==> src/slpl_pkg.sv <==
/*
 * constants, field layout, command codes, register map and timing
 * for the supply-line programming link.
 * assumes a 25 MHz core clock; all cycle counts derive from it.
 */
package slpl_pkg;

	localparam int CLK_MHZ    = 25;
	localparam int NS_PER_US  = 1000;
	localparam int PCT_FULL   = 100;

	// ***************************************************************
	// telegram layout
	// ***************************************************************
	localparam int CMD_W       = 3;
	localparam int ADR_W       = 4;
	localparam int DAT_W       = 14;
	localparam int CNT_W       = 17;
	localparam int ACT_W       = 13;
	localparam int NBIT_W      = 5;
	localparam int HDR_BITS    = 9;
	localparam int WR_BITS     = 24;
	localparam int TX_W        = 16;
	localparam int TX_RD_BITS  = 16;
	localparam int TX_ACK_BITS = 1;
	localparam int HDR_CP      = 5;
	localparam int HDR_AP      = 0;
	localparam int DP_POS      = 0;
	localparam int KEY_W       = 12;
	localparam int BOUND_SHIFT = 3;
	localparam int ONE_PCT     = 65;

	// ***************************************************************
	// timing, in ns as specified
	// ***************************************************************
	localparam int HOST_BIT_PERIOD_MIN_NS  = 1_700_000;
	localparam int HOST_BIT_PERIOD_MAX_NS  = 1_800_000;
	localparam int REPLY_BIT_PERIOD_NS     = 3_000_000;
	localparam int PROGRAM_VOLTAGE_DELAY_NS = 1_000_000;
	localparam int PROG_RISE_MAX_NS        = 1_000_000;
	localparam int SELECT_PULSE_MIN_NS     = 50_000;
	localparam int SELECT_PULSE_MAX_NS     = 200_000;

	function automatic int ns2cyc_up(input int ns);
		return (ns * CLK_MHZ + NS_PER_US - 1) / NS_PER_US;
	endfunction

	function automatic int ns2cyc_dn(input int ns);
		return (ns * CLK_MHZ) / NS_PER_US;
	endfunction

	// ***************************************************************
	// commands and registers
	// ***************************************************************
	localparam logic [CMD_W-1:0] CMD_READ   = 3'h2;
	localparam logic [CMD_W-1:0] CMD_WRITE  = 3'h3;
	localparam logic [CMD_W-1:0] CMD_BURN   = 3'h4;
	localparam logic [CMD_W-1:0] CMD_ERASE  = 3'h5;
	localparam logic [CMD_W-1:0] CMD_FLOCK  = 3'h6;
	localparam logic [CMD_W-1:0] CMD_LOCK   = 3'h7;

	localparam logic [ADR_W-1:0] ADR_CLOW   = 4'h1;
	localparam logic [ADR_W-1:0] ADR_CHIGH  = 4'h2;
	localparam logic [ADR_W-1:0] ADR_QUIET  = 4'h3;
	localparam logic [ADR_W-1:0] ADR_SENS   = 4'h4;
	localparam logic [ADR_W-1:0] ADR_MODE   = 4'h5;
	localparam logic [ADR_W-1:0] ADR_LOCK   = 4'h6;
	localparam logic [ADR_W-1:0] ADR_ADC    = 4'h7;
	localparam logic [ADR_W-1:0] ADR_OFFS   = 4'h8;
	localparam logic [ADR_W-1:0] ADR_OSC    = 4'h9;
	localparam logic [ADR_W-1:0] ADR_TC     = 4'hB;
	localparam logic [ADR_W-1:0] ADR_TCSQ   = 4'hC;
	localparam logic [ADR_W-1:0] ADR_SPEC   = 4'hD;
	localparam logic [ADR_W-1:0] ADR_FLOCK  = 4'hE;
	localparam logic [ADR_W-1:0] ADR_DEACT  = 4'hF;
	localparam logic [KEY_W-1:0] DEACT_KEY  = 12'h80F;

	function automatic logic [ADR_W-1:0] reg_width(input logic [ADR_W-1:0] a);
		case (a)
			ADR_CLOW:  return 4'hA;
			ADR_CHIGH: return 4'hB;
			ADR_QUIET: return 4'hB;
			ADR_SENS:  return 4'hE;
			ADR_MODE:  return 4'h6;
			ADR_LOCK:  return 4'h1;
			ADR_ADC:   return 4'hE;
			ADR_OFFS:  return 4'h4;
			ADR_OSC:   return 4'h5;
			ADR_TC:    return 4'h6;
			ADR_TCSQ:  return 4'h5;
			ADR_SPEC:  return 4'h6;
			ADR_FLOCK: return 4'h1;
			ADR_DEACT: return 4'hC;
			default:   return 4'h0;
		endcase
	endfunction

endpackage

==> src/slpl_regmem.sv <==
/*
 * working registers and their nonvolatile image.
 * assumes single writer; erase and burn act on all words at once.
 */
`timescale 1ns/100ps
module slpl_regmem #(
	parameter int DW = 14,
	parameter int AW = 4
)(
	// clock and reset
	input  logic          clk_i,
	input  logic          rst_i,
	// write port
	input  logic          wr_en_i,
	input  logic [AW-1:0] wr_addr_i,
	input  logic [DW-1:0] wr_data_i,
	// telegram read port
	input  logic          rd_en_i,
	input  logic [AW-1:0] rd_addr_i,
	output logic [DW-1:0] rd_data_o,
	// nonvolatile operations and readout
	input  logic          erase_i,
	input  logic          burn_i,
	input  logic [AW-1:0] nv_addr_i,
	output logic [DW-1:0] nv_data_o
);

	logic [DW-1:0] ram_r [2**AW];
	logic [DW-1:0] nv_r  [2**AW];

	always_ff @(posedge clk_i or posedge rst_i) begin
		if (rst_i) begin
			for (int i = 0; i < 2**AW; i++) ram_r[i] <= '0;
		end else if (wr_en_i) begin
			ram_r[wr_addr_i] <= wr_data_i;
		end
	end

	// reset stands for a blank part here; the image survives no reset
	always_ff @(posedge clk_i or posedge rst_i) begin
		if (rst_i) begin
			for (int i = 0; i < 2**AW; i++) nv_r[i] <= '0;
		end else if (erase_i) begin
			for (int i = 0; i < 2**AW; i++) nv_r[i] <= '0;
		end else if (burn_i) begin
			for (int i = 0; i < 2**AW; i++) nv_r[i] <= ram_r[i];
		end
	end

	always_ff @(posedge clk_i or posedge rst_i) begin
		if (rst_i) begin
			rd_data_o <= '0;
			nv_data_o <= '0;
		end else begin
			if (rd_en_i) begin
				rd_data_o <= ram_r[rd_addr_i];
			end
			nv_data_o <= nv_r[nv_addr_i];
		end
	end

endmodule

==> src/slpl_link.sv <==
/*
 * device end of the supply-line programming link: telegram receiver,
 * command execution, reply transmitter and activate-pulse detector.
 * assumes supply and pin levels already digitised and synchronous.
 */
`timescale 1ns/100ps
module slpl_link
	import slpl_pkg::*;
#(
	parameter logic [CNT_W-1:0] SYNC_MIN_CYC  = CNT_W'(ns2cyc_up(HOST_BIT_PERIOD_MIN_NS)),
	parameter logic [CNT_W-1:0] SYNC_MAX_CYC  = CNT_W'(ns2cyc_dn(HOST_BIT_PERIOD_MAX_NS)),
	parameter logic [CNT_W-1:0] REPLY_CYC     = CNT_W'(ns2cyc_dn(REPLY_BIT_PERIOD_NS)),
	parameter logic [CNT_W-1:0] VWAIT_CYC     =
		CNT_W'(ns2cyc_dn(PROGRAM_VOLTAGE_DELAY_NS + PROG_RISE_MAX_NS)),
	parameter logic [ACT_W-1:0] SEL_MAX_CYC   = ACT_W'(ns2cyc_dn(SELECT_PULSE_MAX_NS))
)(
	// clock and reset
	input  logic             mclk_i,
	input  logic             rst_i,
	// supply line, digitised
	input  logic             supply_level_i,
	input  logic             prog_level_i,
	// output pin
	input  logic             out_pin_i,
	output logic             reply_o,
	output logic             reply_oe_o,
	// sensor side
	input  logic [DAT_W-1:0] adc_value_i,
	input  logic [ADR_W-1:0] cfg_addr_i,
	output logic [DAT_W-1:0] cfg_data_o,
	output logic             deactivated_o,
	output logic             analog_mode_o,
	output logic             factory_lock_o,
	output logic             burn_nonvolatile_o
);

	localparam logic [ACT_W-1:0] SEL_MIN_CYC = ACT_W'(ns2cyc_up(SELECT_PULSE_MIN_NS));
	localparam logic [CNT_W-1:0] ONE_CYC     = CNT_W'(int'(REPLY_CYC) * ONE_PCT / PCT_FULL);
	localparam logic [CNT_W-1:0] LAST_CYC    = REPLY_CYC - CNT_W'(1);

	typedef enum {ST_IDLE, ST_SYNC, ST_BITS, ST_EXEC, ST_LOAD, ST_REPLY, ST_TXEND,
		ST_WAITV, ST_BURN} slpl_state_e;

	slpl_state_e       state_r;
	logic              sup_q_r;
	logic [CNT_W-1:0]  cnt_r;
	logic [CNT_W-1:0]  host_bit_period_r;
	logic              mid_r;
	logic [NBIT_W-1:0] nbit_r;
	logic [NBIT_W-1:0] tleft_r;
	logic [WR_BITS-1:0] sh_r;
	logic [CMD_W-1:0]  cmd_r;
	logic [ADR_W-1:0]  adr_r;
	logic [TX_W-1:0]   tx_sh_r;
	logic              deact_r;
	logic              full_lock_r;
	logic              flock_r;
	logic              pin_q_r;
	logic [ACT_W-1:0]  act_cnt_r;

	// ***************************************************************
	// telegram decode
	// ***************************************************************
	logic               edge_w;
	logic [CNT_W-1:0]   bound_w;
	logic [CNT_W-1:0]   late_w;
	logic [WR_BITS-1:0] sh_nxt;
	logic [HDR_BITS-1:0] hdr_w;
	logic [CMD_W-1:0]   cmd_w;
	logic [ADR_W-1:0]   adr_w;
	logic [DAT_W-1:0]   payload_bits_w;
	logic               command_parity_w;
	logic               select_parity_w;
	logic               payload_parity_w;
	logic               par_ok_w;
	logic               wr_able_w;
	logic               rd_able_w;
	logic               ok_w;
	logic [ADR_W-1:0]   wid_w;
	logic [DAT_W:0]     mask_w;
	logic [DAT_W-1:0]   mem_rd_w;
	logic [DAT_W-1:0]   rd_val_w;
	logic [DAT_W-1:0]   rd_field_w;
	logic               act_hit_w;
	logic               burn_go_w;

	assign edge_w  = supply_level_i ^ sup_q_r;
	assign bound_w = host_bit_period_r - (host_bit_period_r >> BOUND_SHIFT);
	assign late_w  = host_bit_period_r + (host_bit_period_r >> BOUND_SHIFT);
	assign sh_nxt  = {sh_r[WR_BITS-2:0], mid_r};
	assign hdr_w   = (nbit_r == NBIT_W'(HDR_BITS)) ? sh_r[HDR_BITS-1:0]
		: sh_r[WR_BITS-1 -: HDR_BITS];
	assign cmd_w   = hdr_w[HDR_BITS-1 -: CMD_W];
	assign adr_w   = hdr_w[HDR_CP-1:HDR_AP+1];
	assign command_parity_w = hdr_w[HDR_CP];
	assign select_parity_w  = hdr_w[HDR_AP];
	assign payload_bits_w   = sh_r[DAT_W:DP_POS+1];
	assign payload_parity_w = sh_r[DP_POS];

	assign par_ok_w = (command_parity_w == ^(~cmd_w))
		&& (select_parity_w == ^(~adr_w))
		&& (cmd_w != CMD_WRITE || payload_parity_w == ~^(~payload_bits_w));

	assign wr_able_w = adr_w inside {ADR_CLOW, ADR_CHIGH, ADR_QUIET, ADR_SENS,
		ADR_MODE, ADR_TC, ADR_TCSQ, ADR_DEACT};
	assign rd_able_w = (reg_width(adr_w) != '0) && (adr_w != ADR_DEACT);

	// deactivated or fully locked parts stay silent
	assign ok_w = par_ok_w && !deact_r && !full_lock_r
		&& (cmd_w >= CMD_READ)
		&& (cmd_w != CMD_READ || rd_able_w)
		&& (cmd_w != CMD_WRITE || wr_able_w);

	// ***************************************************************
	// register access
	// ***************************************************************
	assign wid_w  = reg_width(adr_w);
	assign mask_w = ((DAT_W+1)'(1) << wid_w) - (DAT_W+1)'(1);

	always_comb begin
		case (adr_r)
			ADR_LOCK:  rd_val_w = DAT_W'(full_lock_r);
			ADR_FLOCK: rd_val_w = DAT_W'(flock_r);
			ADR_ADC:   rd_val_w = adc_value_i;
			default:   rd_val_w = mem_rd_w;
		endcase
		rd_field_w = rd_val_w << (ADR_W'(DAT_W) - reg_width(adr_r));
	end

	assign burn_go_w = (state_r == ST_WAITV) && prog_level_i;
	assign burn_nonvolatile_o = burn_go_w && (cmd_r == CMD_BURN);

	slpl_regmem #(
		.DW (DAT_W),
		.AW (ADR_W)
	) u_regmem (
		.clk_i     (mclk_i),
		.rst_i     (rst_i),
		.wr_en_i   (state_r == ST_EXEC && ok_w && cmd_w == CMD_WRITE && adr_w != ADR_DEACT),
		.wr_addr_i (adr_w),
		.wr_data_i (payload_bits_w & mask_w[DAT_W-1:0]),
		.rd_en_i   (state_r == ST_EXEC),
		.rd_addr_i (adr_w),
		.rd_data_o (mem_rd_w),
		.erase_i   (burn_go_w && cmd_r == CMD_ERASE),
		.burn_i    (burn_nonvolatile_o),
		.nv_addr_i (cfg_addr_i),
		.nv_data_o (cfg_data_o)
	);

	// ***************************************************************
	// sequencer: receive, execute, reply, programming wait
	// ***************************************************************
	always_ff @(posedge mclk_i or posedge rst_i) begin
		if (rst_i) begin
			state_r           <= ST_IDLE;
			// supply idles high; a low reset value would fake a sync edge
			sup_q_r           <= 1'b1;
			cnt_r             <= '0;
			host_bit_period_r <= '0;
			mid_r             <= 1'b0;
			nbit_r            <= '0;
			tleft_r           <= '0;
			sh_r              <= '0;
			cmd_r             <= '0;
			adr_r             <= '0;
		end else begin
			sup_q_r <= supply_level_i;
			case (state_r)
				ST_IDLE: begin
					cnt_r <= '0;
					if (edge_w) begin
						state_r <= ST_SYNC;
					end
				end
				ST_SYNC: begin
					cnt_r <= cnt_r + CNT_W'(1);
					if (edge_w) begin
						cnt_r <= '0;
						// an out-of-range sync edge starts a fresh sync bit
						if (cnt_r >= SYNC_MIN_CYC && cnt_r <= SYNC_MAX_CYC) begin
							host_bit_period_r <= cnt_r;
							state_r           <= ST_BITS;
							nbit_r            <= '0;
							mid_r             <= 1'b0;
						end
					end else if (cnt_r > SYNC_MAX_CYC) begin
						state_r <= ST_IDLE;
					end
				end
				ST_BITS: begin
					cnt_r <= cnt_r + CNT_W'(1);
					if (edge_w && cnt_r < bound_w) begin
						mid_r <= 1'b1;
						if (mid_r) begin
							state_r <= ST_IDLE;
						end
					end else if (edge_w) begin
						sh_r   <= sh_nxt;
						nbit_r <= nbit_r + NBIT_W'(1);
						cnt_r  <= '0;
						mid_r  <= 1'b0;
						if ((nbit_r == NBIT_W'(HDR_BITS - 1)
							&& sh_nxt[HDR_BITS-1 -: CMD_W] != CMD_WRITE)
							|| nbit_r == NBIT_W'(WR_BITS - 1)) begin
							state_r <= ST_EXEC;
						end
					end else if (cnt_r > late_w) begin
						state_r <= ST_IDLE;
					end
				end
				ST_EXEC: begin
					cmd_r   <= cmd_w;
					adr_r   <= adr_w;
					cnt_r   <= '0;
					tleft_r <= (cmd_w == CMD_READ) ? NBIT_W'(TX_RD_BITS)
						: NBIT_W'(TX_ACK_BITS);
					if (!ok_w) begin
						state_r <= ST_IDLE;
					end else if (cmd_w == CMD_READ) begin
						state_r <= ST_LOAD;
					end else begin
						state_r <= ST_REPLY;
					end
				end
				ST_LOAD: begin
					state_r <= ST_REPLY;
				end
				ST_REPLY: begin
					cnt_r <= (cnt_r == LAST_CYC) ? '0 : cnt_r + CNT_W'(1);
					if (cnt_r == LAST_CYC) begin
						tleft_r <= tleft_r - NBIT_W'(1);
						if (tleft_r == NBIT_W'(1)) begin
							state_r <= ST_TXEND;
						end
					end
				end
				ST_TXEND: begin
					cnt_r <= cnt_r + CNT_W'(1);
					if (cnt_r == LAST_CYC) begin
						cnt_r   <= '0;
						state_r <= (cmd_r == CMD_BURN || cmd_r == CMD_ERASE)
							? ST_WAITV : ST_IDLE;
					end
				end
				ST_WAITV: begin
					cnt_r <= cnt_r + CNT_W'(1);
					if (prog_level_i) begin
						state_r <= ST_BURN;
					end else if (cnt_r >= VWAIT_CYC) begin
						state_r <= ST_IDLE;
					end
				end
				ST_BURN: begin
					// the host bounds the interval; telegrams wait for it to end
					if (!prog_level_i) begin
						state_r <= ST_IDLE;
					end
				end
				default: begin
					state_r <= ST_IDLE;
				end
			endcase
		end
	end

	// ***************************************************************
	// reply transmitter
	// ***************************************************************
	always_ff @(posedge mclk_i or posedge rst_i) begin
		if (rst_i) begin
			reply_o    <= 1'b0;
			reply_oe_o <= 1'b0;
			tx_sh_r    <= '0;
		end else begin
			case (state_r)
				ST_EXEC: begin
					tx_sh_r <= '0;
				end
				ST_LOAD: begin
					tx_sh_r <= {1'b0, rd_field_w, ~^(~rd_field_w)};
				end
				ST_REPLY: begin
					reply_oe_o <= 1'b1;
					if (cnt_r == '0) begin
						reply_o <= ~reply_o;
					end else if (cnt_r == ONE_CYC && tx_sh_r[TX_W-1]) begin
						reply_o <= ~reply_o;
					end
					if (cnt_r == LAST_CYC) begin
						tx_sh_r <= tx_sh_r << 1;
					end
				end
				ST_TXEND: begin
					// closing edge, held one period so it reads as a boundary
					if (cnt_r == '0) begin
						reply_o <= ~reply_o;
					end
					if (cnt_r == LAST_CYC) begin
						reply_oe_o <= 1'b0;
						reply_o    <= 1'b0;
					end
				end
				default: begin
					reply_oe_o <= 1'b0;
				end
			endcase
		end
	end

	// ***************************************************************
	// locks and selection
	// ***************************************************************
	always_ff @(posedge mclk_i or posedge rst_i) begin
		if (rst_i) begin
			full_lock_r <= 1'b0;
			flock_r     <= 1'b0;
		end else if (state_r == ST_EXEC && ok_w) begin
			if (cmd_w == CMD_LOCK) begin
				full_lock_r <= 1'b1;
			end
			if (cmd_w == CMD_FLOCK) begin
				flock_r <= 1'b1;
			end
		end
	end

	assign act_hit_w = pin_q_r && !out_pin_i && !reply_oe_o
		&& act_cnt_r >= SEL_MIN_CYC && act_cnt_r <= SEL_MAX_CYC;

	always_ff @(posedge mclk_i or posedge rst_i) begin
		if (rst_i) begin
			pin_q_r   <= 1'b0;
			act_cnt_r <= '0;
			deact_r   <= 1'b0;
		end else begin
			pin_q_r <= out_pin_i;
			if (!out_pin_i || reply_oe_o) begin
				act_cnt_r <= '0;
			end else if (act_cnt_r != '1) begin
				act_cnt_r <= act_cnt_r + ACT_W'(1);
			end
			if (state_r == ST_EXEC && ok_w && cmd_w == CMD_WRITE && adr_w == ADR_DEACT
				&& payload_bits_w[KEY_W-1:0] == DEACT_KEY) begin
				deact_r <= 1'b1;
			end else if (act_hit_w) begin
				deact_r <= 1'b0;
			end
		end
	end

	assign deactivated_o  = deact_r;
	assign analog_mode_o  = full_lock_r;
	assign factory_lock_o = flock_r;

	// ***************************************************************
	// checks
	// ***************************************************************
	sync_period_a: assert property (@(posedge mclk_i) disable iff (rst_i)
		(state_r == ST_SYNC && edge_w && cnt_r >= SYNC_MIN_CYC && cnt_r <= SYNC_MAX_CYC)
		|=> (state_r == ST_BITS && host_bit_period_r == $past(cnt_r)))
		else $error("bit period not taken from sync");
	bad_telegram_a: assert property (@(posedge mclk_i) disable iff (rst_i)
		(state_r == ST_EXEC && !ok_w) |=> (state_r == ST_IDLE) ##1 !reply_oe_o)
		else $error("rejected telegram was answered");
	cmd_parity_a: assert property (@(posedge mclk_i) disable iff (rst_i)
		(state_r == ST_EXEC && ok_w) |-> (command_parity_w == ((cmd_w == 3'h0)
		|| (cmd_w == 3'h3) || (cmd_w == 3'h5) || (cmd_w == 3'h6))))
		else $error("command parity accepted wrongly");
	read_len_a: assert property (@(posedge mclk_i) disable iff (rst_i)
		(state_r == ST_EXEC && ok_w && cmd_w == CMD_READ)
		|=> (tleft_r == NBIT_W'(TX_RD_BITS)) ##1 (state_r == ST_REPLY))
		else $error("read reply length wrong");
	reply_edges_a: assert property (@(posedge mclk_i) disable iff (rst_i)
		(state_r == ST_REPLY && $past(state_r) == ST_REPLY && reply_o != $past(reply_o))
		|-> ($past(cnt_r) == '0 || $past(cnt_r) == ONE_CYC))
		else $error("reply edge off the bit grid");
	deact_key_a: assert property (@(posedge mclk_i) disable iff (rst_i)
		(state_r == ST_EXEC && ok_w && cmd_w == CMD_WRITE && adr_w == ADR_DEACT
		&& payload_bits_w[KEY_W-1:0] == DEACT_KEY) |=> deactivated_o)
		else $error("deactivate key ignored");
	locks_stay_a: assert property (@(posedge mclk_i) disable iff (rst_i)
		($past(factory_lock_o) |-> factory_lock_o)
		and ($past(analog_mode_o) |-> analog_mode_o))
		else $error("lock bit cleared");
	select_only_a: assert property (@(posedge mclk_i) disable iff (rst_i)
		(state_r == ST_EXEC && deactivated_o) |=> (state_r == ST_IDLE))
		else $error("deactivated part executed");

endmodule

==> config.mk <==
export PLATFORM = sky130hd
export DESIGN_NAME = slpl_link
export DESIGN_NICKNAME = d
export VERILOG_FILES = /design/src/slpl_pkg.sv /design/src/slpl_regmem.sv /design/src/slpl_link.sv
export SDC_FILE = /design/constraint.sdc
export NUM_CORES = 1
export LEC_CHECK = 0
export BUFFER_PORTS_ARGS = -buffer_cell sky130_fd_sc_hd__buf_2
export CAP_MARGIN = 20
export CORE_ASPECT_RATIO = 0.7
export CORE_UTILIZATION = 30
export CTS_CLUSTER_DIAMETER = 200
export CTS_CLUSTER_SIZE = 10
export DETAILED_ROUTE_END_ITERATION = 6
export GPL_ROUTABILITY_DRIVEN = 1
export PLACE_DENSITY = 0.49
export SYNTH_ARGS = -nofsm -noshare
export SYNTH_HDL_FRONTEND = slang
export SYNTH_HIERARCHICAL = 1
export SYNTH_SLANG_ARGS = --single-unit
==> constraint.sdc <==
create_clock -name mclk_i -period 15.29 [get_ports mclk_i]
set_input_delay 0.7645 -clock mclk_i [delete_from_list [all_inputs] [get_ports mclk_i]]
set_output_delay 0.7645 -clock mclk_i [all_outputs]
set_load 0.005 [all_outputs]
### After elaboration in Yosys (flattened, before gate mapping)

Memories as Yosys holds them, arrays and structs flattened.
Index checks and enable logic that the tools add are counted.

* bits in registers: 620
* ROM bits: 192
* bits of input ports: 23
* output and inout bits: 20
* logic and storage cells: 275
* memories kept: 3

* add/sub/neg operators: 8
* order comparisons: 12
* equality and inequality tests: 60
* shifts and indexed selects: 2
* multiplexer cells: 62
* bitwise gates (word level): 11
* reduce and logical (&&, ||, !) cells: 65

Memories
* (name not given): depth 16, bits a word 4, rd ports 1, clocked after Yosys merged registers in 0, wr ports 0, line slpl_pkg.sv:79 `case (a)`
* (name not given): depth 16, bits a word 4, rd ports 1, clocked after Yosys merged registers in 0, wr ports 0, line slpl_pkg.sv:79
* (name not given): depth 16, bits a word 4, rd ports 1, clocked after Yosys merged registers in 0, wr ports 0, line slpl_pkg.sv:79

Operators by type and width (count)
* 32-bit 2-to-1 mux: 15
* 224-bit 2-to-1 mux: 2
* 32-bit case mux with 9 select lines: 1
* 224-bit bitwise mux: 1
* 32-bit by 3-bit equality test with 1-bit output (second input constant): 5
* 14-bit binary-select mux with 4-bit select: 2
* 17-bit case mux with 5 select lines: 1
* 14-bit 2-to-1 mux: 5
* 32-bit by 2-bit equality test with 1-bit output (second input constant): 2
* 32-bit by 4-bit equality test with 1-bit output (second input constant): 2
* 14-bit demux with 4-bit select: 1
* 17-bit 2-to-1 mux: 3
* 16-bit case mux with 3 select lines: 1
* 14-bit case mux with 3 select lines: 1
* 17-bit by 16-bit greater-or-equal comparator with 1-bit output (second input constant): 2
* 32-bit by 1-bit equality test with 1-bit output (second input constant): 1
* 32-bit zero test: 1
* 5-bit 2-to-1 mux: 6
* 14-bit inverter: 2
* 14-bit XNOR reduction: 2
* 13-bit 2-to-1 mux: 2
* 1-bit logical AND: 25
* 3-bit != test (second input constant): 7
* 5-bit case mux with 2 select lines: 2
* other kinds (64): 128

### Longest topological paths before layout

Gate-level depths: netlist of the first run.

* word-level depth: 17
* depth in mapped cells: 25
* gate-level depth less buffers: 24

### Cells and area by module

Netlist of the first run, hierarchy kept.

By module, submodules not included
* slpl_regmem: instances 1, cells each 1477, area each 21454.3 sq um, seq. area each 11911.4 sq um
* slpl_link: instances 1, cells each 1157, area each 9695.5 sq um, seq. area each 2904.0 sq um

### Worst setup path after synthesis of the first run

No wires, ideal clock.

* path type: reg2reg
* from: register host_bit_period_r[5]
* to: register sh_r[12]
* arrival time: 4663 ps
* required time: 15165 ps
* slack: 10502 ps
* stages on the path, launching flop included: 24
* cell sequence: dfrtp_1 -> inv_1 -> ha_1 -> nor2b_1 -> o21ai_0 -> a21boi_0 -> o21ai_0 -> a21oi_1 -> o21ai_0 -> a21oi_1 -> o21ai_0 -> a21oi_1 -> or4_1 -> and4_1 -> ha_1 -> nand4_1 -> nor2_1 -> o2111ai_1 -> a21oi_1 -> a2111o_1 -> and2_1 -> clkbuf_1 -> clkbuf_1 -> mux2_2

* longest elaborated chain between the ends: 5

Ends and longest elaborated chain
* start: declaration: line slpl_link.sv:47 `logic [CNT_W-1:0] host_bit_period_r;`
* start signal: assignment: line slpl_link.sv:182 `host_bit_period_r <= cnt_r;`
* 17-bit by 14-bit subtractor with 17-bit output: line slpl_link.sv:88 `assign bound_w = host_bit_period_r - (host_bit_period_r >> BOUND_SHIFT);`
* 17-bit less-than comparator: line slpl_link.sv:193 `if (edge_w && cnt_r < bound_w) begin`
* 1-bit logical AND: line slpl_link.sv:193
* 1-bit inverter (no line)
* 3-bit AND reduction (no line)
* end signal: assignment: line slpl_link.sv:199 `sh_r <= sh_nxt;`
* end: declaration: line slpl_link.sv:51 `logic [WR_BITS-1:0] sh_r;`

No other way between the ends.
A chain may end at the register's enable or synchronous reset.

### Final worst setup path of the first run

* from: register nbit_r[1]
* to: register u_regmem/ram_r[170] (netlist name)

* longest elaborated chain between the ends: 15
* elaborated cells between the ends (all ways): 49
* those cells by class: 1 x add/sub; 3 x order compare; 15 x eq/ne; 1 x shift; 4 x mux; 4 x bitwise; 19 x reduce/logical; 2 x memory

Ends and longest elaborated chain
* start: declaration: line slpl_link.sv:49 `logic [NBIT_W-1:0] nbit_r;`
* start signal: assignment: line slpl_link.sv:200 `nbit_r <= nbit_r + NBIT_W'(1);`
* 5-bit by 4-bit equality test with 1-bit output (*): line slpl_link.sv:91 `assign hdr_w = (nbit_r == NBIT_W'(HDR_BITS)) ? sh_r[HDR_BITS-1:0]`
* 9-bit 2-to-1 mux (*): line slpl_link.sv:91
* via hdr_w[2]: line slpl_link.sv:68 `logic [HDR_BITS-1:0] hdr_w;`
* parallel branches: the longest is 13 deep, another holds 14-bit by 2-bit subtractor with 14-bit output
* end signal: indexed assignment: line slpl_regmem.sv:35 `ram_r[wr_addr_i] <= wr_data_i;`
* end: declaration: line slpl_regmem.sv:28 `logic [DW-1:0] ram_r [2**AW];`

Mark *: on every way through the listed nets, which the timed path passes.

==> metrics.md, run 1 <==
| Metric | Value |
|---|---|
| Core box area | roughly 100000 µm² |
| Max-slew violation count | 0 |
| Drc violations | 0 |
| Site Rows | 98 |
| Hold Path Class | in2reg |
| Routed length per instance | ~23 µm |
| CP arrival | 7350 ps |
| Design area | 34600 µm² |
| Commonest cells after routing, fill and taps aside | 591 x dfrtp_1, 326 x nor2_1, 258 x mux2i_1, 249 x mux2_2, 132 x mux4_2 |
| CTS Hold Bufs | 0 |
| Synth warn | 6 |
| DRT Wirelength | around 90000 µm |
| GRT Total Usage | 0.170 |
| Met2 usage | 0.246 |
| Hold depth | 1 |
| Maximum vdd drop | approximately 0.000074 V |
| Most Used Layer, Global Route | met1 |
| FF+latch count, synth | approximately 600 |
| Gr ovfl total | 0 |
| Number of synthesized flops with an enable pin | 0 |
| Vias in the first global route | 21400 |
| Fin crit share | 0.449 |
| Dpl hpwl | about 59000 µm |
| Syn Inst Count | roughly 2600 |
| Setup-failing EPs final | 0 |
| Outcome | finished clean |
| Leakage power | ~16 nW |
| Io pins | 43 |
| Final hold vios | 0 |
| RR Endpoint | u_regmem/ram_r[170]$_DFFE_PP0P_ |
| Maxcap violations | 0 |
| R2R depth | 20 |
| Nets | about 2700 |
| # port buffers | 42 |
| Drt via density | between 5 and 6 |
| Commonest non-fill, non-tap cell in the layout | dfrtp_1 |
| RSZ-0062 raised after global routing | no |
| R2R setup slack | around 8400 ps |
| Synth cell types | 71 |
| Clock Latency Late Sink | 620 ps |
| Die area | approximately 110000 µm² |
| Die height | 272 µm |
| CP Max Fanout | 26 |
| Buffer depth of the longest clock path | 3 |
| Most used DFF post-synth | dfrtp_1 |
| Share of flip-flops with an asynchronous set or reset | 1.00 |
| DRT antenna net count | 0 |
| Fillers | slightly above 10000 |
| # clock sinks | slightly below 600 |
| CTS buffer count | slightly below 70 |
| R2r startpoint | nbit_r[1]$_DFFE_PP0P_ |
| Worst Hold End | pin_q_r$_DFF_PP0_ |
| Placed insts | approximately 4000 |
| Non-Filler Instances | approximately 4000 |
| DRT iter0 DRCs | about 1800 |
| Clock root buffer | clkbuf_16 |
| CP endpoint kind | flip-flop |
| Initial Util | 0.304 |
| Min Tclk post-route | roughly 6900 ps |
| Fraction of layout cells with a size suffix above 1 | 0.219 |
| DR pass1 iterations | 6 |
| Syn_nets | roughly 2800 |
| Area growth from synthesis to layout | 11.1% |
| CTS resizes | 0 |
| Antenna violations before repair | 5 |
| Post-synthesis sequential area ratio | 0.476 |
| CP Launch Type | flip-flop |
| Final Util | 0.337 |
| TritonCTS clock tree | yes |
| Slew @ Worst Pin | roughly 1100 ps |
| First-pass GRT wire length | 138000 µm |
| HP Start | out_pin_i |
| Pwr Density | roughly 110 nW/µm² |
| Met3 Use GR | 0.0322 |
| Synth Cell Area | 31100 µm² |
| Die X | between 300 and 400 µm |
| Setup Crit Path Kind | reg2reg |
| GPL Wtd Cong | 0.844 |
| Clock skew | between 30 and 40 ps |
| TNS Setup | 0 ps |
| Worst EP required | 15780 ps |
| Largest net degree at the start of global routing | 141 |
| # H-tree levels | 3 |
| Slew margin rel. | 0.284 |
| Routing usage on met1 | 0.259 |
| Setup Buffers After CTS | 0 |
| Antenna diode count | 0 |
| Via count | approximately 21000 |
| Pwr Total | approximately 3.7 mW |
| Max Fclk | 146 MHz |
| Worst-path clk slew | about 60 ps |
| DP Area | 32700 µm² |
| Avg Cell Area, Syn | 11.8 µm² |
## cell type report
| class | instances | area, µm² | area share |
|---|---|---|---|
| well taps | 1350 | 1690 | 0.0488 |
| inverters | 74 | 290 | 0.00839 |
| clock buffers | 75 | 1750 | 0.0506 |
| clock inverters | 6 | 63.8 | 0.00184 |
| multi-input cells | 1795 | 15400 | 0.444 |
| flip-flops and latches | 592 | 14800 | 0.428 |
| repair buffers | 90 | 629 | 0.0182 |
## worst max path at each step
stage | start | to | slack [ps] | cells past startpoint
after detailed placement | nbit_r[1]$_DFFE_PP0P_ | u_regmem/ram_r[168]$_DFFE_PP0P_ | 8500 | 20
after CTS | nbit_r[1]$_DFFE_PP0P_ | u_regmem/ram_r[176]$_DFFE_PP0P_ | 8460 | 20
after floorplan | rst_i | u_regmem/nv_data_o[0]$_DFF_PP0_ | 1250 | 1
final | nbit_r[1]$_DFFE_PP0P_ | u_regmem/ram_r[170]$_DFFE_PP0P_ | 8430 | 20
after global placement | nbit_r[1]$_DFFE_PP0P_ | u_regmem/ram_r[168]$_DFFE_PP0P_ | 8710 | 20
after global routing | nbit_r[1]$_DFFE_PP0P_ | u_regmem/ram_r[171]$_DFFE_PP0P_ | 7800 | 20
## metal layers
layer / vias to the layer above / part of all wire
met2: 528 / 0.42
met1: 11100 / 0.50
met3: 114 / 0.052
met4: 0 / 0.023
li1: 9448 / -
met5: - / 0
## report_power, final
group          leakage, nW  total (mW)  switching (mW)  internal, mW
Sequential            8.10        1.67          0.0644          1.60
Combinational         6.56       0.533           0.318         0.215
Clock                0.890        1.46           0.652         0.808
Total                 15.6        3.66            1.03          2.63
## registers in the layout (all words and copies together), names as in the netlist, 14 cells and up
signal,cells
tx_sh_r,16
u_regmem/ram_r,224
u_regmem/nv_r,224
u_regmem/rd_data_o,14
u_regmem/nv_data_o,14
cnt_r,17
sh_r,24
host_bit_period_r,17
## critical path, cell delays in order (launching register included)
cell and delay (ps):
dfrtp_1 400, inv_1 110, ha_1 150, nor4bb_2 200, buf_4 260, mux2i_1 210
clkinv_2 520, buf_4 630, ha_1 390, nand2_1 100, a21boi_0 130, o21ai_1 520
nand2b_1 250, nand2b_1 170, a21oi_1 90, nor3_1 210, nand3_1 180, a21oi_1 350
nor3b_1 470, nor2b_2 950, mux2_2 420
## Yosys cell counts (12+ instances only)
| cell | count | share of area |
|---|---|---|
| xor2_1 | 20 | 0.0056 |
| mux2_2 | 249 | 0.090 |
| nand2_1 | 118 | 0.014 |
| a21oi_1 | 63 | 0.010 |
| a21o_1 | 13 | 0.0031 |
| nor2_1 | 337 | 0.041 |
| dfrtp_1 | 591 | 0.47 |
| nand3_1 | 40 | 0.0064 |
| a31oi_1 | 13 | 0.0026 |
| mux2i_1 | 258 | 0.083 |
| o31ai_1 | 12 | 0.0029 |
| xnor2_1 | 45 | 0.013 |
| a221oi_1 | 25 | 0.0070 |
| o21ai_0 | 93 | 0.015 |
| inv_1 | 71 | 0.0086 |
| nor3_1 | 22 | 0.0035 |
| buf_2 | 54 | 0.0087 |
| mux4_2 | 132 | 0.095 |
| clkbuf_1 | 98 | 0.012 |
| and3_1 | 13 | 0.0026 |
| a22oi_1 | 17 | 0.0041 |
| nand2b_1 | 29 | 0.0058 |
| o22ai_1 | 19 | 0.0038 |
| nand4_1 | 13 | 0.0026 |
| nor2b_1 | 38 | 0.0076 |
| ha_1 | 94 | 0.038 |
## stage by stage
stage / worst slack (ps) / hold WS (ps)
finish: 8430 / 291
global route: 7800 / 264
CTS: 8460 / 254
detailed placement: 8500 / 462
global placement: 8710 / 451
floorplan: 1250 / 439
## logic make-up (layout without fill, tap and decap cells)
kind of cell             after synthesis  after routing  share of synthesized area
XOR/XNOR                              65             65                     0.0183
adder cells (fa/ha/maj)               96             96                     0.0390
AO/OA/AOI/OAI                        331            331                     0.0691
AND/OR/NAND/NOR                      663            663                     0.0954
multiplexers                         640            640                      0.269
buffers and inverters                247            245                     0.0337
flip-flops                           592            592                      0.476
Power figures use the tool's default switching activity.
==> run 2, diff against run 1 <==
clock period = 6.9 ns   (was 15.29 ns; I/O delays follow)
==> run 2 against run 1 <==
Cell count grew 0.33%. Sequential share of layout area shrank 0.22 points. Cell area grew 0.51%. Worst setup slack lost 7300 ps. Register-to-register slack lost 7300 ps. Combinational power grew 120%. Global-route usage grew 0.54 points.
==> metrics.md, run 2 (synthesized netlist as in run 1, its figures left out) <==
| Metric | Value |
|---|---|
| Dpl hpwl | 61300 µm (+4.3%) |
| Fraction of layout cells with a size suffix above 1 | 0.221 (+0.00195) |
| Clock root buffer | clkbuf_16 |
| Critical path endpoint | u_regmem/ram_r[168]$_DFFE_PP0P_ |
| Max-slew violation count | 0 (unchanged) |
| Die X | 387 µm (unchanged) |
| DR pass1 iterations | 5 (-1) |
| Antenna violations before repair | 3 (-2) |
| Clock skew | 25.9 ps (-7.87 ps) |
| Worst-path clk slew | 60 ps (about the same) |
| Final Util | 0.339 (+0.00173) |
| TNS Setup | 0 ps (unchanged) |
| Maximum vdd drop | 0.000165 V (+120%) |
| Design area | 34800 µm² (+0.51%) |
| Fin crit share | 0.842 (+0.394) |
| Outcome | finished clean |
| Routing usage on met1 | 0.276 (+0.0172) |
| Setup-failing EPs final | 0 (unchanged) |
| R2r startpoint | nbit_r[1]$_DFFE_PP0P_ |
| CP Cell Sequence | inv_1, ha_1, nor4bb_2, buf_4, mux2i_1, ha_1, nand2_1, a21boi_0, o21ai_1, nand2b_1, nand2b_1, a21oi_1, nor3_1, nand3_1, a21oi_1, nor3b_1, nor2b_2, mux2_2 |
| DRT Wirelength | 91900 µm (+2.3%) |
| Drt via density | 5.33 (about the same) |
| Clock Latency Late Sink | 650 ps (+30 ps) |
| Largest net degree at the start of global routing | 225 (+60%) |
| Setup Buffers After CTS | 0 (unchanged) |
| Slowest CP cell | nor2b_2 |
| Initial Util | 0.304 (unchanged) |
| Leakage power | 15.6 nW (+0.62%) |
| CP arrival | 6330 ps (-1020 ps) |
| Met3 Use GR | 0.0338 (+0.00165) |
| Final hold vios | 0 (unchanged) |
| Io pins | 43 (unchanged) |
| Worst setup startpoint | nbit_r[1]$_DFFE_PP0P_ |
| Hold Path Class | in2reg |
| Maxcap violations | 0 (unchanged) |
| CTS Hold Bufs | 4 (+4) |
| Pwr Density | 237 nW/µm² (+120%) |
| # clock sinks | 592 (unchanged) |
| Core box area | 103000 µm² (unchanged) |
| Setup Crit Path Kind | reg2reg |
| DRT antenna net count | 0 (unchanged) |
| Max Fclk | 172 MHz (+18%) |
| CTS buffer count | 69 (unchanged) |
| Via count | 21300 (+0.33%) |
| GRT Total Usage | 0.176 (+0.00536) |
| Antenna diode count | 0 (unchanged) |
| Slew margin rel. | 0.219 (-0.0652) |
| Site Rows | 98 (unchanged) |
| Routed length per instance | 23.0 µm (+2.0%) |
| CP Launch Type | flip-flop |
| RSZ-0062 raised after global routing | no |
| Slew @ Worst Pin | 1170 ps (+103 ps) |
| R2R setup slack | 1090 ps (-7340 ps) |
| Vias in the first global route | 21400 (-0.16%) |
| # H-tree levels | 3 (unchanged) |
| R2R depth | 18 (-10%) |
| Nets | 2753 (+0.44%) |
| DP Area | 32800 µm² (+0.28%) |
| Most Used Layer, Global Route | met1 |
| TritonCTS clock tree | yes |
| CP max stage delay | 780 ps (-170 ps) |
| CP endpoint kind | flip-flop |
| GPL Wtd Cong | 0.843 (-0.12%) |
| Area growth from synthesis to layout | 11.6% |
| Die area | 105000 µm² (unchanged) |
| Gr ovfl total | 0 (unchanged) |
| First-pass GRT wire length | 141000 µm (+2.5%) |
| Met2 usage | 0.245 (-0.000709) |
| Buffer depth of the longest clock path | 3 (unchanged) |
| CP Max Fanout | 14 (-46%) |
| DRT iter0 DRCs | 1863 (+6.1%) |
| Worst EP required | 7420 ps (-8360 ps) |
| # port buffers | 42 (unchanged) |
| CTS resizes | 0 (unchanged) |
| RR Endpoint | u_regmem/ram_r[168]$_DFFE_PP0P_ |
| Die height | 272 µm (unchanged) |
| Top Registers | u_regmem/nv_r: 224 flops, u_regmem/ram_r: 224 flops, sh_r: 24 flops |
| Min Tclk post-route | 5810 ps (-1050 ps) |
| Commonest non-fill, non-tap cell in the layout | dfrtp_1 |
| Commonest cells after routing, fill and taps aside | 591 x dfrtp_1, 326 x nor2_1, 258 x mux2i_1, 249 x mux2_2, 132 x mux4_2 |
| Drc violations | 0 (unchanged) |
==> run 2: cell types whose count changed in the layout (fill, tap and decap cells not counted), sizes merged <==
cell / before / now
clkbuf: 75 / 76
buf: 90 / 98
inv: 75 / 74
clkinvlp: 0 / 1
dlygate4sd3: 0 / 4
==> run 2: area by class of cell <==
| class | count | area (µm²) |
|---|---|---|
| clock buffers | 76 | 1800 |
| clock inverters | 6 | 97.6 |
| fillers | 10100 | 67700 |
| inverters | 74 | 287 |
| multi-input cells | 1795 | 15300 |
| flip-flops and latches | 592 | 14800 |
| well taps | 1350 | 1690 |
| repair buffers | 102 | 754 |
==> run 2: routing by layer <==
metal	wire, µm	part of all wire	vias to the layer above
met5	0	0	-
met4	1710	0.019	0
met3	5250	0.057	108
met2	38100	0.41	571
met1	46800	0.51	11100
li1	-	-	9474
==> run 2: critical path, delay by kind of cell, from the launching register on <==
| kind | cells | cell delay, ps |
|---|---|---|
| muxes | 2 | 1000 |
| buffers and inverters | 2 | 360 |
| and+or+nand+nor | 8 | 2340 |
| AOI/OAI and AO/OA | 4 | 1060 |
| DFF | 1 | 390 |
| adders and majority gates | 2 | 520 |
==> run 2: how the worst min path moves through the flow <==
stage | depth (start not counted) | startpoint | end
floorplan | 0 | supply_level_i | sup_q_r$_DFF_PP1_
global placement | 2 | tx_sh_r[2]$_DFFE_PP0P_ | tx_sh_r[2]$_DFFE_PP0P_
detailed placement | 2 | tx_sh_r[4]$_DFFE_PP0P_ | tx_sh_r[4]$_DFFE_PP0P_
CTS | 2 | supply_level_i | sup_q_r$_DFF_PP1_
global route | 2 | supply_level_i | sup_q_r$_DFF_PP1_
finish | 2 | out_pin_i | pin_q_r$_DFF_PP0_
==> run 2: power by group <==
group	internal (mW)	switching [mW]	leakage, nW
combinational	0.479	0.710	6.62
clock	1.85	1.49	0.929
sequential	3.55	0.148	8.10
total	5.88	2.35	15.6
==> run 2: per-stage QoR <==
step | worst slack, ps | std cells | hold WS, ps | total power [mW]
after floorplan | 106 | 2634 | 349 | 4.58
after global placement | 1330 | 3903 | 452 | 4.91
after detailed placement | 1230 | 3905 | 459 | 4.94
after CTS | 1170 | 3991 | 374 | 8.34
after global routing | 552 | 3995 | 383 | 8.63
final | 1090 | 3995 | 412 | 8.23
